--- src/design/spc_pkg.sv ---
// Constants, types and helpers shared by the system power and reset control block.
// Assumes a single 40 MHz clock and a synchronous active-low reset held at least 3 edges.
// Behaviour
// (RQ1) all registers answer in management device 0x1e, each 16 bits at its address
// (RQ2) soft power-down bit 0 set puts the device into a low-power state
// (RQ3) management reads and writes keep working while powered down
// (RQ4) power-down bit resets to the level of the power-down strap pin
// (RQ5) writing 1 starts a PHY subsystem reset; bit self-clears when done
// (RQ6) writing 1 starts a MAC interface reset; bit self-clears when done
// (RQ7) status bit 1 reads 1 while in the power-down state, resets to 0
// (RQ8) status bit 0 reads 1 once start-up finished and system is ready
// (RQ9) power management bit 0, reset 0, forces the boot oscillator clock on
// (RQ10) diagnostics clock control bit 0, reset 0, gates the diagnostics clock on
// (RQ11) package register shows a read-only 6-bit package type in bits 5 to 0
// (RQ12) group mode makes writes and address frames to port 31 accepted
// (RQ13) host sets group mode only during multiport init, then clears it
// (RQ14) group mode never answers reads to port 31 unless that is our own port
package spc_pkg;

  // management frame addressing
  localparam logic [4:0] SPC_DEV_ADDR = 5'h1e;
  localparam logic [4:0] SPC_GROUP_PORT = 5'h1f;

  // register addresses inside the device
  localparam logic [15:0] SPC_REG_SOFT_PD = 16'h8812;
  localparam logic [15:0] SPC_REG_PHY_RST = 16'h8814;
  localparam logic [15:0] SPC_REG_MAC_RST = 16'h8815;
  localparam logic [15:0] SPC_REG_STATUS = 16'h8818;
  localparam logic [15:0] SPC_REG_PMG = 16'h8819;
  localparam logic [15:0] SPC_REG_DIAG = 16'h882c;
  localparam logic [15:0] SPC_REG_PKG = 16'h8c22;
  localparam logic [15:0] SPC_REG_MDIO_CTRL = 16'h8c30;

  // field positions and values after reset
  localparam int SPC_BIT_CTRL = 0;
  localparam int SPC_BIT_READY = 0;
  localparam int SPC_BIT_PD_FLAG = 1;
  localparam int SPC_PKG_W = 6;
  localparam logic [15:0] SPC_RESET_ZERO = 16'h0000;
  localparam logic [15:0] SPC_DIAG_RESET = 16'h0002;

  // clause 45 opcodes and frame field lengths
  localparam logic [1:0] SPC_OP_ADDR = 2'h0;
  localparam logic [1:0] SPC_OP_WRITE = 2'h1;
  localparam logic [1:0] SPC_OP_READ_INC = 2'h2;
  localparam logic [1:0] SPC_OP_READ = 2'h3;
  localparam logic [5:0] SPC_PREAMBLE_BITS = 6'h20;
  localparam logic [5:0] SPC_HDR_BITS = 6'h0d;
  localparam logic [5:0] SPC_DATA_BITS = 6'h10;

  // timing of the managed sequences
  localparam int SPC_CLK_NS = 25;
  localparam int SPC_RESET_HOLD_NS = 400;
  localparam int SPC_STARTUP_NS = 10000;
  localparam int SPC_RESET_CYCLES = (SPC_RESET_HOLD_NS + SPC_CLK_NS - 1) / SPC_CLK_NS;
  localparam int SPC_STARTUP_CYCLES = (SPC_STARTUP_NS + SPC_CLK_NS - 1) / SPC_CLK_NS;

  typedef enum logic [1:0] {SPC_PRE, SPC_HDR, SPC_TA, SPC_DAT} spc_mdio_e;
  typedef enum logic [1:0] {SPC_BOOT, SPC_RUN, SPC_PD} spc_seq_e;

  // one-shot counter: reload on a start while idle, else count down to zero
  function automatic logic [15:0] spc_count(input logic start, input logic [15:0] c,
                                            input logic [15:0] load);
    if (c != 16'h0000) begin
      return c - 16'h0001;
    end
    return start ? load : 16'h0000;
  endfunction : spc_count

endpackage : spc_pkg

--- src/design/spc_power_reset_control.sv ---
// Top of the system power and reset control block: registers behind the management slave.
// Assumes strap and package pins are static levels; these pins pass two flip-flops.
`timescale 1ns/1ps
module spc_power_reset_control #(
  parameter int STARTUP_CYCLES = spc_pkg::SPC_STARTUP_CYCLES,
  parameter int RESET_CYCLES = spc_pkg::SPC_RESET_CYCLES
) (
  // system
  input wire logic clk,
  input wire logic rst_n,
  // management pins
  input wire logic mdc,
  input wire logic mdio_in,
  output logic mdio_out,
  output logic mdio_oe,
  // straps
  input wire logic [4:0] port_address,
  input wire logic powerdown_strap_pin,
  input wire logic [5:0] package_type_pins,
  // controlled resets and enables
  output logic phy_subsystem_reset_n,
  output logic mac_interface_reset_n,
  output logic core_power_enable,
  output logic boot_oscillator_clock_enable,
  output logic diagnostics_clock_gate,
  // status
  output logic system_ready,
  output logic powerdown_state
);

  typedef struct packed {
    logic [1:0] strap_s;
    logic [1:0][4:0] port_s;
    logic [1:0][5:0] pkg_s;
    logic soft_powerdown_request;
    logic force_boot_oscillator;
    logic diagnostics_clock_enable;
    logic group_address_mode_enable;
  } spc_top_s;

  spc_top_s q;
  spc_top_s next_q;
  logic [15:0] reg_addr;
  logic wr_stb;
  logic [15:0] wr_data;
  logic [15:0] rd_data;
  logic phy_start;
  logic mac_start;
  logic phy_busy;
  logic mac_busy;

  // serial management slave, never gated by power-down
  spc_mdio_slave u_mdio ( // RQ3
    .clk(clk),
    .rst_n(rst_n),
    .mdc(mdc),
    .mdio_in(mdio_in),
    .mdio_out(mdio_out),
    .mdio_oe(mdio_oe),
    .port_address(q.port_s[1]),
    .group_address_mode_enable(q.group_address_mode_enable),
    .reg_addr(reg_addr),
    .wr_stb(wr_stb),
    .wr_data(wr_data),
    .rd_data(rd_data)
  );

  // start-up, power-down and subsystem reset sequencing
  spc_sequencer #(
    .STARTUP_CYCLES(STARTUP_CYCLES),
    .RESET_CYCLES(RESET_CYCLES)
  ) u_seq (
    .clk(clk),
    .rst_n(rst_n),
    .powerdown_request(q.soft_powerdown_request),
    .force_boot_oscillator(q.force_boot_oscillator),
    .diagnostics_clock_enable(q.diagnostics_clock_enable),
    .phy_start(phy_start),
    .mac_start(mac_start),
    .system_ready_flag(system_ready),
    .powerdown_state_flag(powerdown_state),
    .phy_busy(phy_busy),
    .mac_busy(mac_busy),
    .phy_subsystem_reset_n(phy_subsystem_reset_n),
    .mac_interface_reset_n(mac_interface_reset_n),
    .core_power_enable(core_power_enable),
    .boot_oscillator_clock_enable(boot_oscillator_clock_enable),
    .diagnostics_clock_gate(diagnostics_clock_gate)
  );

  // pin synchronisers, register writes, read decode and reset values
  always_comb begin
    next_q = q;
    phy_start = 1'b0;
    mac_start = 1'b0;
    next_q.strap_s = {q.strap_s[0], powerdown_strap_pin};
    next_q.port_s = {q.port_s[0], port_address};
    next_q.pkg_s = {q.pkg_s[0], package_type_pins};
    if (wr_stb) begin
      unique case (reg_addr)
        spc_pkg::SPC_REG_SOFT_PD:
          next_q.soft_powerdown_request = wr_data[spc_pkg::SPC_BIT_CTRL]; // RQ2
        spc_pkg::SPC_REG_PHY_RST:
          phy_start = wr_data[spc_pkg::SPC_BIT_CTRL]; // RQ5
        spc_pkg::SPC_REG_MAC_RST:
          mac_start = wr_data[spc_pkg::SPC_BIT_CTRL]; // RQ6
        spc_pkg::SPC_REG_PMG:
          next_q.force_boot_oscillator = wr_data[spc_pkg::SPC_BIT_CTRL]; // RQ9
        spc_pkg::SPC_REG_DIAG:
          next_q.diagnostics_clock_enable = wr_data[spc_pkg::SPC_BIT_CTRL]; // RQ10
        spc_pkg::SPC_REG_MDIO_CTRL:
          next_q.group_address_mode_enable = wr_data[spc_pkg::SPC_BIT_CTRL]; // RQ12
        default: next_q.group_address_mode_enable = q.group_address_mode_enable;
      endcase
    end
    rd_data = spc_pkg::SPC_RESET_ZERO;
    case (reg_addr)
      spc_pkg::SPC_REG_SOFT_PD:
        rd_data[spc_pkg::SPC_BIT_CTRL] = q.soft_powerdown_request;
      spc_pkg::SPC_REG_PHY_RST:
        rd_data[spc_pkg::SPC_BIT_CTRL] = phy_busy; // RQ5
      spc_pkg::SPC_REG_MAC_RST:
        rd_data[spc_pkg::SPC_BIT_CTRL] = mac_busy; // RQ6
      spc_pkg::SPC_REG_STATUS: begin
        rd_data[spc_pkg::SPC_BIT_PD_FLAG] = powerdown_state; // RQ7
        rd_data[spc_pkg::SPC_BIT_READY] = system_ready; // RQ8
      end
      spc_pkg::SPC_REG_PMG:
        rd_data[spc_pkg::SPC_BIT_CTRL] = q.force_boot_oscillator;
      spc_pkg::SPC_REG_DIAG: begin
        rd_data = spc_pkg::SPC_DIAG_RESET;
        rd_data[spc_pkg::SPC_BIT_CTRL] = q.diagnostics_clock_enable;
      end
      spc_pkg::SPC_REG_PKG:
        rd_data[spc_pkg::SPC_PKG_W-1:0] = q.pkg_s[1]; // RQ11
      spc_pkg::SPC_REG_MDIO_CTRL:
        rd_data[spc_pkg::SPC_BIT_CTRL] = q.group_address_mode_enable;
      default: rd_data = spc_pkg::SPC_RESET_ZERO;
    endcase
    if (!rst_n) begin
      next_q.soft_powerdown_request = q.strap_s[1]; // RQ4
      next_q.force_boot_oscillator = 1'b0;
      next_q.diagnostics_clock_enable = 1'b0;
      next_q.group_address_mode_enable = 1'b0;
      phy_start = 1'b0;
      mac_start = 1'b0;
    end
  end

  // state register
  always_ff @(posedge clk) begin
    q <= next_q;
  end

endmodule : spc_power_reset_control

--- src/design/spc_mdio_slave.sv ---
// Clause 45 serial management slave: frame decode, address pointer, read drive.
// Assumes mdc and mdio_in come from pins; both pass two flip-flops before use.
`timescale 1ns/1ps
module spc_mdio_slave (
  // system
  input wire logic clk,
  input wire logic rst_n,
  // management pins
  input wire logic mdc,
  input wire logic mdio_in,
  output logic mdio_out,
  output logic mdio_oe,
  // configuration
  input wire logic [4:0] port_address,
  input wire logic group_address_mode_enable,
  // register side
  output logic [15:0] reg_addr,
  output logic wr_stb,
  output logic [15:0] wr_data,
  input wire logic [15:0] rd_data
);

  typedef struct packed {
    logic [2:0] mdc_s;
    logic [1:0] mdio_s;
    spc_pkg::spc_mdio_e ph;
    logic [5:0] cnt;
    logic [15:0] sh;
    logic [1:0] op;
    logic hit;
    logic rd;
    logic [15:0] addr;
    logic oe;
    logic dout;
    logic wr;
  } spc_mdio_s;

  spc_mdio_s q;
  spc_mdio_s next_q;
  logic rise;
  logic fall;
  logic [15:0] nsh;
  logic hit_c;

  // edges from the second and third stage only
  assign rise = q.mdc_s[1] & ~q.mdc_s[2];
  assign fall = ~q.mdc_s[1] & q.mdc_s[2];
  assign nsh = {q.sh[14:0], q.mdio_s[1]};
  // own port, or group port for non-read frames
  assign hit_c = (nsh[4:0] == spc_pkg::SPC_DEV_ADDR) && // RQ1
                 ((nsh[9:5] == port_address) ||
                  (group_address_mode_enable && nsh[9:5] == spc_pkg::SPC_GROUP_PORT &&
                   !nsh[11])); // RQ12 RQ14

  // frame sequencing on sampled clock edges
  always_comb begin
    next_q = q;
    next_q.wr = 1'b0;
    next_q.mdc_s = {q.mdc_s[1:0], mdc};
    next_q.mdio_s = {q.mdio_s[0], mdio_in};
    if (rise) begin
      unique case (q.ph)
        spc_pkg::SPC_PRE: begin
          if (q.mdio_s[1]) begin
            if (q.cnt != spc_pkg::SPC_PREAMBLE_BITS) next_q.cnt = q.cnt + 6'h01;
          end else begin
            if (q.cnt == spc_pkg::SPC_PREAMBLE_BITS) next_q.ph = spc_pkg::SPC_HDR;
            next_q.cnt = 6'h00;
          end
        end
        spc_pkg::SPC_HDR: begin
          next_q.sh = nsh;
          next_q.cnt = q.cnt + 6'h01;
          if (q.cnt == spc_pkg::SPC_HDR_BITS - 6'h01) begin
            next_q.cnt = 6'h00;
            next_q.op = nsh[11:10];
            next_q.hit = hit_c;
            next_q.rd = hit_c & nsh[11];
            next_q.ph = nsh[12] ? spc_pkg::SPC_PRE : spc_pkg::SPC_TA;
          end
        end
        spc_pkg::SPC_TA: begin
          next_q.cnt = q.cnt + 6'h01;
          if (q.cnt == 6'h00) begin
            next_q.oe = q.rd; // second turnaround bit driven low
            next_q.dout = 1'b0;
          end else begin
            next_q.cnt = 6'h00;
            next_q.ph = spc_pkg::SPC_DAT;
            next_q.sh = rd_data;
          end
        end
        spc_pkg::SPC_DAT: begin
          next_q.cnt = q.cnt + 6'h01;
          if (!q.rd) next_q.sh = nsh;
          if (q.cnt == spc_pkg::SPC_DATA_BITS - 6'h01) begin
            next_q.ph = spc_pkg::SPC_PRE;
            next_q.cnt = 6'h00;
            if (q.hit) begin
              unique case (q.op)
                spc_pkg::SPC_OP_ADDR: next_q.addr = nsh;
                spc_pkg::SPC_OP_WRITE: next_q.wr = 1'b1;
                spc_pkg::SPC_OP_READ_INC: next_q.addr = q.addr + 16'h0001;
                spc_pkg::SPC_OP_READ: next_q.addr = q.addr;
              endcase
            end
          end
        end
      endcase
    end
    // read data changes on the falling edge, released after the frame
    if (fall) begin
      if (q.ph == spc_pkg::SPC_DAT && q.rd) begin
        next_q.dout = q.sh[15];
        next_q.sh = {q.sh[14:0], 1'b0};
      end else if (q.ph == spc_pkg::SPC_PRE) begin
        next_q.oe = 1'b0;
      end
    end
    if (!rst_n) begin
      next_q.ph = spc_pkg::SPC_PRE;
      next_q.cnt = 6'h00;
      next_q.sh = 16'h0000;
      next_q.op = spc_pkg::SPC_OP_ADDR;
      next_q.hit = 1'b0;
      next_q.rd = 1'b0;
      next_q.addr = 16'h0000;
      next_q.oe = 1'b0;
      next_q.dout = 1'b0;
      next_q.wr = 1'b0;
    end
  end

  // state register
  always_ff @(posedge clk) begin
    q <= next_q;
  end

  assign mdio_out = q.dout;
  assign mdio_oe = q.oe;
  assign reg_addr = q.addr;
  assign wr_stb = q.wr;
  assign wr_data = q.sh;

endmodule : spc_mdio_slave

--- src/design/spc_sequencer.sv ---
// Start-up, power-down and managed subsystem reset sequencing.
// Assumes requests come from logic on the same clock.
`timescale 1ns/1ps
module spc_sequencer #(
  parameter int STARTUP_CYCLES = spc_pkg::SPC_STARTUP_CYCLES,
  parameter int RESET_CYCLES = spc_pkg::SPC_RESET_CYCLES
) (
  // system
  input wire logic clk,
  input wire logic rst_n,
  // controls
  input wire logic powerdown_request,
  input wire logic force_boot_oscillator,
  input wire logic diagnostics_clock_enable,
  input wire logic phy_start,
  input wire logic mac_start,
  // status
  output logic system_ready_flag,
  output logic powerdown_state_flag,
  output logic phy_busy,
  output logic mac_busy,
  // controlled resets and enables
  output logic phy_subsystem_reset_n,
  output logic mac_interface_reset_n,
  output logic core_power_enable,
  output logic boot_oscillator_clock_enable,
  output logic diagnostics_clock_gate
);

  typedef struct packed {
    spc_pkg::spc_seq_e st;
    logic [15:0] cnt;
    logic [15:0] phy_cnt;
    logic [15:0] mac_cnt;
    logic rdy;
    logic pd;
    logic phy_rn;
    logic mac_rn;
    logic pwr;
    logic osc;
    logic dclk;
  } spc_seq_s;

  spc_seq_s q;
  spc_seq_s next_q;

  // state walk and registered outputs decoded from the next state
  always_comb begin
    next_q = q;
    unique case (q.st)
      spc_pkg::SPC_BOOT: begin
        next_q.cnt = q.cnt + 16'h0001;
        if (powerdown_request) begin
          next_q.st = spc_pkg::SPC_PD; // RQ2
        end else if (q.cnt == 16'(STARTUP_CYCLES - 1)) begin
          next_q.st = spc_pkg::SPC_RUN;
        end
      end
      spc_pkg::SPC_RUN: begin
        if (powerdown_request) next_q.st = spc_pkg::SPC_PD; // RQ2
      end
      spc_pkg::SPC_PD: begin
        if (!powerdown_request) begin
          next_q.st = spc_pkg::SPC_BOOT;
          next_q.cnt = 16'h0000;
        end
      end
      // the spare state code restarts the boot sequence
      default: begin
        next_q.st = spc_pkg::SPC_BOOT;
        next_q.cnt = 16'h0000;
      end
    endcase
    next_q.phy_cnt = spc_pkg::spc_count(phy_start, q.phy_cnt, 16'(RESET_CYCLES)); // RQ5
    next_q.mac_cnt = spc_pkg::spc_count(mac_start, q.mac_cnt, 16'(RESET_CYCLES)); // RQ6
    next_q.rdy = next_q.st == spc_pkg::SPC_RUN; // RQ8
    next_q.pd = next_q.st == spc_pkg::SPC_PD; // RQ7
    next_q.phy_rn = next_q.rdy && next_q.phy_cnt == 16'h0000;
    next_q.mac_rn = next_q.rdy && next_q.mac_cnt == 16'h0000;
    next_q.pwr = !next_q.pd; // RQ2
    next_q.osc = force_boot_oscillator | !next_q.pd; // RQ9
    next_q.dclk = diagnostics_clock_enable & !next_q.pd; // RQ10
    if (!rst_n) begin
      next_q.st = spc_pkg::SPC_BOOT;
      next_q.cnt = 16'h0000;
      next_q.phy_cnt = 16'h0000;
      next_q.mac_cnt = 16'h0000;
      next_q.rdy = 1'b0;
      next_q.pd = 1'b0;
      next_q.phy_rn = 1'b0;
      next_q.mac_rn = 1'b0;
      next_q.pwr = 1'b1;
      next_q.osc = 1'b1;
      next_q.dclk = 1'b0;
    end
  end

  // state register
  always_ff @(posedge clk) begin
    q <= next_q;
  end

  assign system_ready_flag = q.rdy;
  assign powerdown_state_flag = q.pd;
  assign phy_busy = q.phy_cnt != 16'h0000;
  assign mac_busy = q.mac_cnt != 16'h0000;
  assign phy_subsystem_reset_n = q.phy_rn;
  assign mac_interface_reset_n = q.mac_rn;
  assign core_power_enable = q.pwr;
  assign boot_oscillator_clock_enable = q.osc;
  assign diagnostics_clock_gate = q.dclk;

endmodule : spc_sequencer

--- config.mk ---
export PLATFORM = sky130hd
export DESIGN_NAME = spc_power_reset_control
export DESIGN_NICKNAME = d
export VERILOG_FILES = /design/src/design/spc_pkg.sv /design/src/design/spc_power_reset_control.sv /design/src/design/spc_mdio_slave.sv /design/src/design/spc_sequencer.sv
export SDC_FILE = /design/constraint.sdc
export NUM_CORES = 1
export LEC_CHECK = 0
export BUFFER_PORTS_ARGS = -buffer_cell sky130_fd_sc_hd__buf_2
export CELL_PAD_IN_SITES_DETAIL_PLACEMENT = 0
export CELL_PAD_IN_SITES_GLOBAL_PLACEMENT = 1
export CORE_MARGIN = 3
export CORE_UTILIZATION = 47
export CTS_CLUSTER_SIZE = 24
export DETAILED_ROUTE_END_ITERATION = 8
export PLACE_DENSITY = 0.85
export SYNTH_ARGS = -nofsm -noshare
export SYNTH_HDL_FRONTEND = slang
export SYNTH_HIERARCHICAL = 1
export SYNTH_SLANG_ARGS = --single-unit
export TNS_END_PERCENT = 1
--- constraint.sdc ---
create_clock -name clk -period 2.7 [get_ports clk]
set_clock_uncertainty 0.15 [all_clocks]
set_input_delay 0.54 -clock clk [delete_from_list [all_inputs] [get_ports clk]]
set_output_delay 0.54 -clock clk [all_outputs]
set_load 0.03 [all_outputs]
# After elaboration in Yosys (flattened, before gate mapping)
# Cells that the tools add are included.
dict set report totals {
  ff_bits 137
  wordCells 166
  input_bits 16
}
dict set report op_classes {
  bitwise 8
  n_eq_ne 34
  n_addsub 5
  mux 59
  reduce_logical 28
}
# cell count
set ops {}
lappend ops {{16-bit 2-to-1 mux} 10}
lappend ops {{16-bit == test (second input constant)} 8}
lappend ops {{16-bit case mux with 3 select lines} 2}
lappend ops {{39-bit 2-to-1 mux} 1}
lappend ops {{16-bit by 1-bit adder with 16-bit output (second input constant)} 2}
lappend ops {{16-bit zero test} 2}
lappend ops {{16-bit case mux with 2 select lines} 1}
lappend ops {{8-bit case mux with 4 select lines} 1}
lappend ops {{16-bit nonzero test} 2}
lappend ops {{16-bit by 1-bit subtractor with 16-bit output (second input constant)} 2}
lappend ops {{24-bit 2-to-1 mux} 1}
lappend ops {{4-bit 2-to-1 mux} 5}
lappend ops {{1-bit 2-to-1 mux} 19}
lappend ops {{18-bit 2-to-1 mux} 1}
lappend ops {{2-bit 2-to-1 mux} 9}
lappend ops {{16-bit by 9-bit == test with 1-bit output (second input constant)} 1}
lappend ops {{8-bit 2-to-1 mux} 2}
lappend ops {{6-bit by 4-bit == test with 1-bit output (second input constant)} 2}
lappend ops {{6-bit 2-to-1 mux} 2}
lappend ops {{2-bit AND reduction} 6}
lappend ops {{2-bit == test (second input constant)} 5}
lappend ops {{5-bit == test (second input constant)} 2}
lappend ops {{5-bit 2-to-1 mux} 2}
lappend ops {{2-bit by 1-bit != test with 1-bit output (second input constant)} 5}
lappend ops {{22 further kinds} 41}

# Longest topological paths before layout
dict set report depth {
  ltp_word 12
  depth_mapped 12
  mapped_depth_nobuf 11
}

# Hierarchy
# Netlist, hierarchy kept.
# mod area_per_inst_um2 cells_each seq_area_each_um2 instances
set modules_own_cells {}
lappend modules_own_cells {spc_mdio_slave 3026.7 383 1041.0 1}
lappend modules_own_cells {spc_sequencer 2845.2 345 1141.1 1}
lappend modules_own_cells {spc_power_reset_control 949.7 81 570.5 1}

# Worst setup path after synthesis
# Ideal clock, no wire load.
dict set report synth_path {
  kind {reg-to-reg}
  from {reg u_seq/q[9] (netlist name)}
  to {reg u_mdio.q, in the netlist u_mdio/wr_data[0]}
  path_buffers 1
  slack_ps 261
  path_stages_with_launch 13
  required_ps 2428
  t_arrival_ps 2167
  setup_time_ps 122
  period_less_slack_ps 2439
  cell_sequence {dfxtp_1 > clkbuf_1 > nor4_4 > nand2b_1 > nor2_1 > nand4_1 > mux2i_1 > o22ai_1 > and4b_1 > a31oi_1 > o211ai_1 > a22oi_1 > o21ai_0}
}
dict set report synth_between {
  elab_chain_cells 7
}
# element line
set synth_lines {}
lappend synth_lines {{start: declaration} spc_sequencer.sv:44} ;# spc_seq_s q;
lappend synth_lines {{start signal: assignment} spc_sequencer.sv:100} ;# q <= next_q;
lappend synth_lines {{16-bit nonzero test (*)} spc_sequencer.sv:106} ;# assign mac_busy = q.mac_cnt != 16'h0000;
lappend synth_lines {{net mac_busy} spc_power_reset_control.sv:50} ;# logic mac_busy;
lappend synth_lines {{1-bit case mux with 8 select lines (*)} spc_power_reset_control.sv:117} ;# case (reg_addr)
lappend synth_lines {{net rd_data[0]} spc_power_reset_control.sv:46} ;# logic [15:0] rd_data;
lappend synth_lines {{24-bit 2-to-1 mux (*)} spc_mdio_slave.sv:84} ;# if (q.cnt == 6'h00) begin
lappend synth_lines {{16-bit case mux with 3 select lines (*)} spc_mdio_slave.sv:62} ;# unique case (q.ph)
lappend synth_lines {{39-bit 2-to-1 mux (*)} spc_mdio_slave.sv:61} ;# if (rise) begin
lappend synth_lines {{16-bit 2-to-1 mux} spc_mdio_slave.sv:113} ;# if (q.ph == spc_pkg::SPC_DAT && q.rd) begin
lappend synth_lines {{16-bit 2-to-1 mux (*)} spc_mdio_slave.sv:112} ;# if (fall) begin
lappend synth_lines {{end signal: assignment} spc_mdio_slave.sv:136} ;# q <= next_q;
lappend synth_lines {{end: declaration} spc_mdio_slave.sv:38} ;# spc_mdio_s q;
# Mark *: on every way through the listed nets, which the timed path passes. The rest lies on a longest branch. The select of a mux whose other input is x is not followed.
# A chain may end at the register's enable or synchronous reset.

# Worst setup path in the final report
dict set report layout_path {
  from {reg u_seq/q[30] (netlist name)}
  to {reg u_mdio.q, in the netlist u_mdio/wr_data[0]}
}
dict set report layout_between {
  elab_chain_cells 7
}
# element line
set layout_lines {}
lappend layout_lines {{16-bit nonzero test (*)} spc_sequencer.sv:105} ;# assign phy_busy = q.phy_cnt != 16'h0000;
lappend layout_lines {{net phy_busy} spc_power_reset_control.sv:49} ;# logic phy_busy;
lappend layout_lines {{1-bit case mux with 8 select lines (*)} spc_power_reset_control.sv:117}
lappend layout_lines {{net rd_data[0]} spc_power_reset_control.sv:46}
lappend layout_lines {{24-bit 2-to-1 mux (*)} spc_mdio_slave.sv:84}
lappend layout_lines {{16-bit case mux with 3 select lines (*)} spc_mdio_slave.sv:62}
lappend layout_lines {{39-bit 2-to-1 mux (*)} spc_mdio_slave.sv:61}
lappend layout_lines {{16-bit 2-to-1 mux} spc_mdio_slave.sv:113}
lappend layout_lines {{16-bit 2-to-1 mux (*)} spc_mdio_slave.sv:112}
# Marks and branches as above.

==> results.ini <==
[final_layout]
fin_cells = 1006
nets = 837
fin_util_pct = 54.7
final_design_area_no_fill_um2 = 7630
layout_commonest_cell = dfxtp_1
drive_gt1_share_pct = 13.6
syn_to_final_growth_pct = 13.7
mostFrequentLayoutCells = dfxtp_1, nor2_1, nand2_1
diodes = 0

[global_route]
first_global_vias = 5660
antenna_found_initial = 0
grt_max_degree = 43
grt_pass1_wl_um = 27100
grt_usage_pct = 20.7
grt_remaining_overflow = 0

[power]
power_per_cell_area_nw_per_um2 = 775
power_w = 0.00591
ir_drop_mv = 0.522
p_leak_nw = 2.93

[route]
avgViaCountPerCell = 5.90
antenna_left = 0
post-route-drc-count = 0
vias = 5935
drt_pass1_iterations = 8
postRouteWirelength_um = 16200
wire_per_inst_um = 16.1
drt_iter0_drc = 510

[sta]
max_freq_ghz = 0.399
hold_viol_final = 0
setup-violations-final = 0
final_max_slew_viol_count = 0
setup_tns_ns = 0
rsz0062_at_grt = false
tightest_slew_ns = 1.16
slew_headroom_pct = 22.3
finalCritPeriodShare_pct = 92.9
layout_min_cycle_time_ns = 2.51

[floorplanning]
die-area_um2 = 15700
initial_core_util_pct = 48.1
fp.dieW_um = 125
core-area_um2 = 13900
ioPinCount = 25
die_h_um = 125
rows = 43

[clock_tree]
cts_max_level = 4
cts_tree = yes
ctsHoldBuffers = 0
cts_sinks = 137
clk_latency_ns = 0.42
numCtsBuffers = 17
clock_path_buffers = 2
clockRootBuffer = clkbuf_16
clk_pin_slew_ns = 0.06

[synth]
synth.avg_cell_area_um2 = 8.45
ys_warn_count = 6
syn-instance-count = 794
syn_area_um2 = 6710

[setup_path]
path_class = reg2reg
startpoint_type = register
worstPathRequired_ns = 2.86
endpoint_kind = register
arrival_ns = 2.67
path_max_fanout = 8

[run_status]
status = completed

[place]
port_buffers = 24
post_dp_cell_area_um2 = 6960
gp_congestion = 0.890
hpwlAfterDp_um = 11200
placed_cells = 973

[hold_path]
worstHoldPathType = in2reg

[run]
maxCapViolCount = 0

## metrics by stage
stage / setup WS [ns] / hold WS, ns
2_1_floorplan: 0.261 / 0.160
3_5_place_dp: 0.144 / 0.163
5_1_grt: 0.00370 / 0.0525
6_report: 0.191 / 0.0624
4_1_cts: 0.142 / 0.0514
3_3_place_gp: 0.234 / 0.160
## flip-flops by register name, indices dropped and copies added (netlist names)
register / cells
next_q: 12
q: 16
u_mdio/mdio_oe: 1
u_mdio/mdio_out: 1
u_mdio/next_q: 3
u_mdio/nsh: 1
u_mdio/q: 13
u_mdio/reg_addr: 16
u_mdio/wr_data: 16
u_mdio/wr_stb: 1
u_seq/boot_oscillator_clock_enable: 1
u_seq/core_power_enable: 1
u_seq/diagnostics_clock_gate: 1
u_seq/mac_interface_reset_n: 1
u_seq/phy_subsystem_reset_n: 1
u_seq/powerdown_state_flag: 1
u_seq/q: 50
u_seq/system_ready_flag: 1
## path summary, 6_finish.rpt
check	endpoint	slack, ns	from	cells after the start
hold reg to reg	q[23]	0.18	next_q[23]	0
setup reg to reg	u_mdio/wr_data[0]	0.19	u_seq/q[30]	10
setup / recovery	u_mdio/wr_data[0]	0.19	u_seq/q[30]	10
hold / removal	next_q[10]	0.06	package_type_pins[0]	1
## layer usage
| metal | track usage, % | share of wire [%] |
|---|---|---|
| met2 | 34.0 | 48 |
| met5 | 0 | 0 |
| met1 | 25.5 | 44 |
| met3 | 4.49 | 4.5 |
| met4 | 10.5 | 3.0 |
## where the power goes
group	switching [W]	internal (W)	leakage, nW
sequential	0.000154	0.00216	1.12
combinational	0.000557	0.000483	1.49
clock	0.000933	0.00162	0.323
## layout make-up
| type | instances | area, um2 |
|---|---|---|
| fill | 1255 | 6310 |
| multi-input combinational | 587 | 3600 |
| sequential | 137 | 2750 |
| clock buffer | 18 | 450 |
| timing repair buffer | 50 | 315 |
| tap | 180 | 225 |
| clock inverter | 14 | 206 |
| inverter | 20 | 75.1 |
## critical path, stage by stage, from the launching register on
cell	delay, ns
dfxtp_1	0.37
or4_4	0.54
nor2_1	0.14
nand3_1	0.13
mux2i_1	0.21
o22ai_1	0.09
and4b_1	0.21
a31oi_1	0.15
o211ai_1	0.15
a22oi_1	0.19
o21ai_0	0.09
## timing repair
| action | 4_1_cts | 5_1_grt |
|---|---|---|
| resized for setup | 0 | 1 |
| buffers inserted | 0 | 1 |
| setup endpoints to repair | 0 | 2 |
Note: power is estimated with default switching activity, not from simulation.
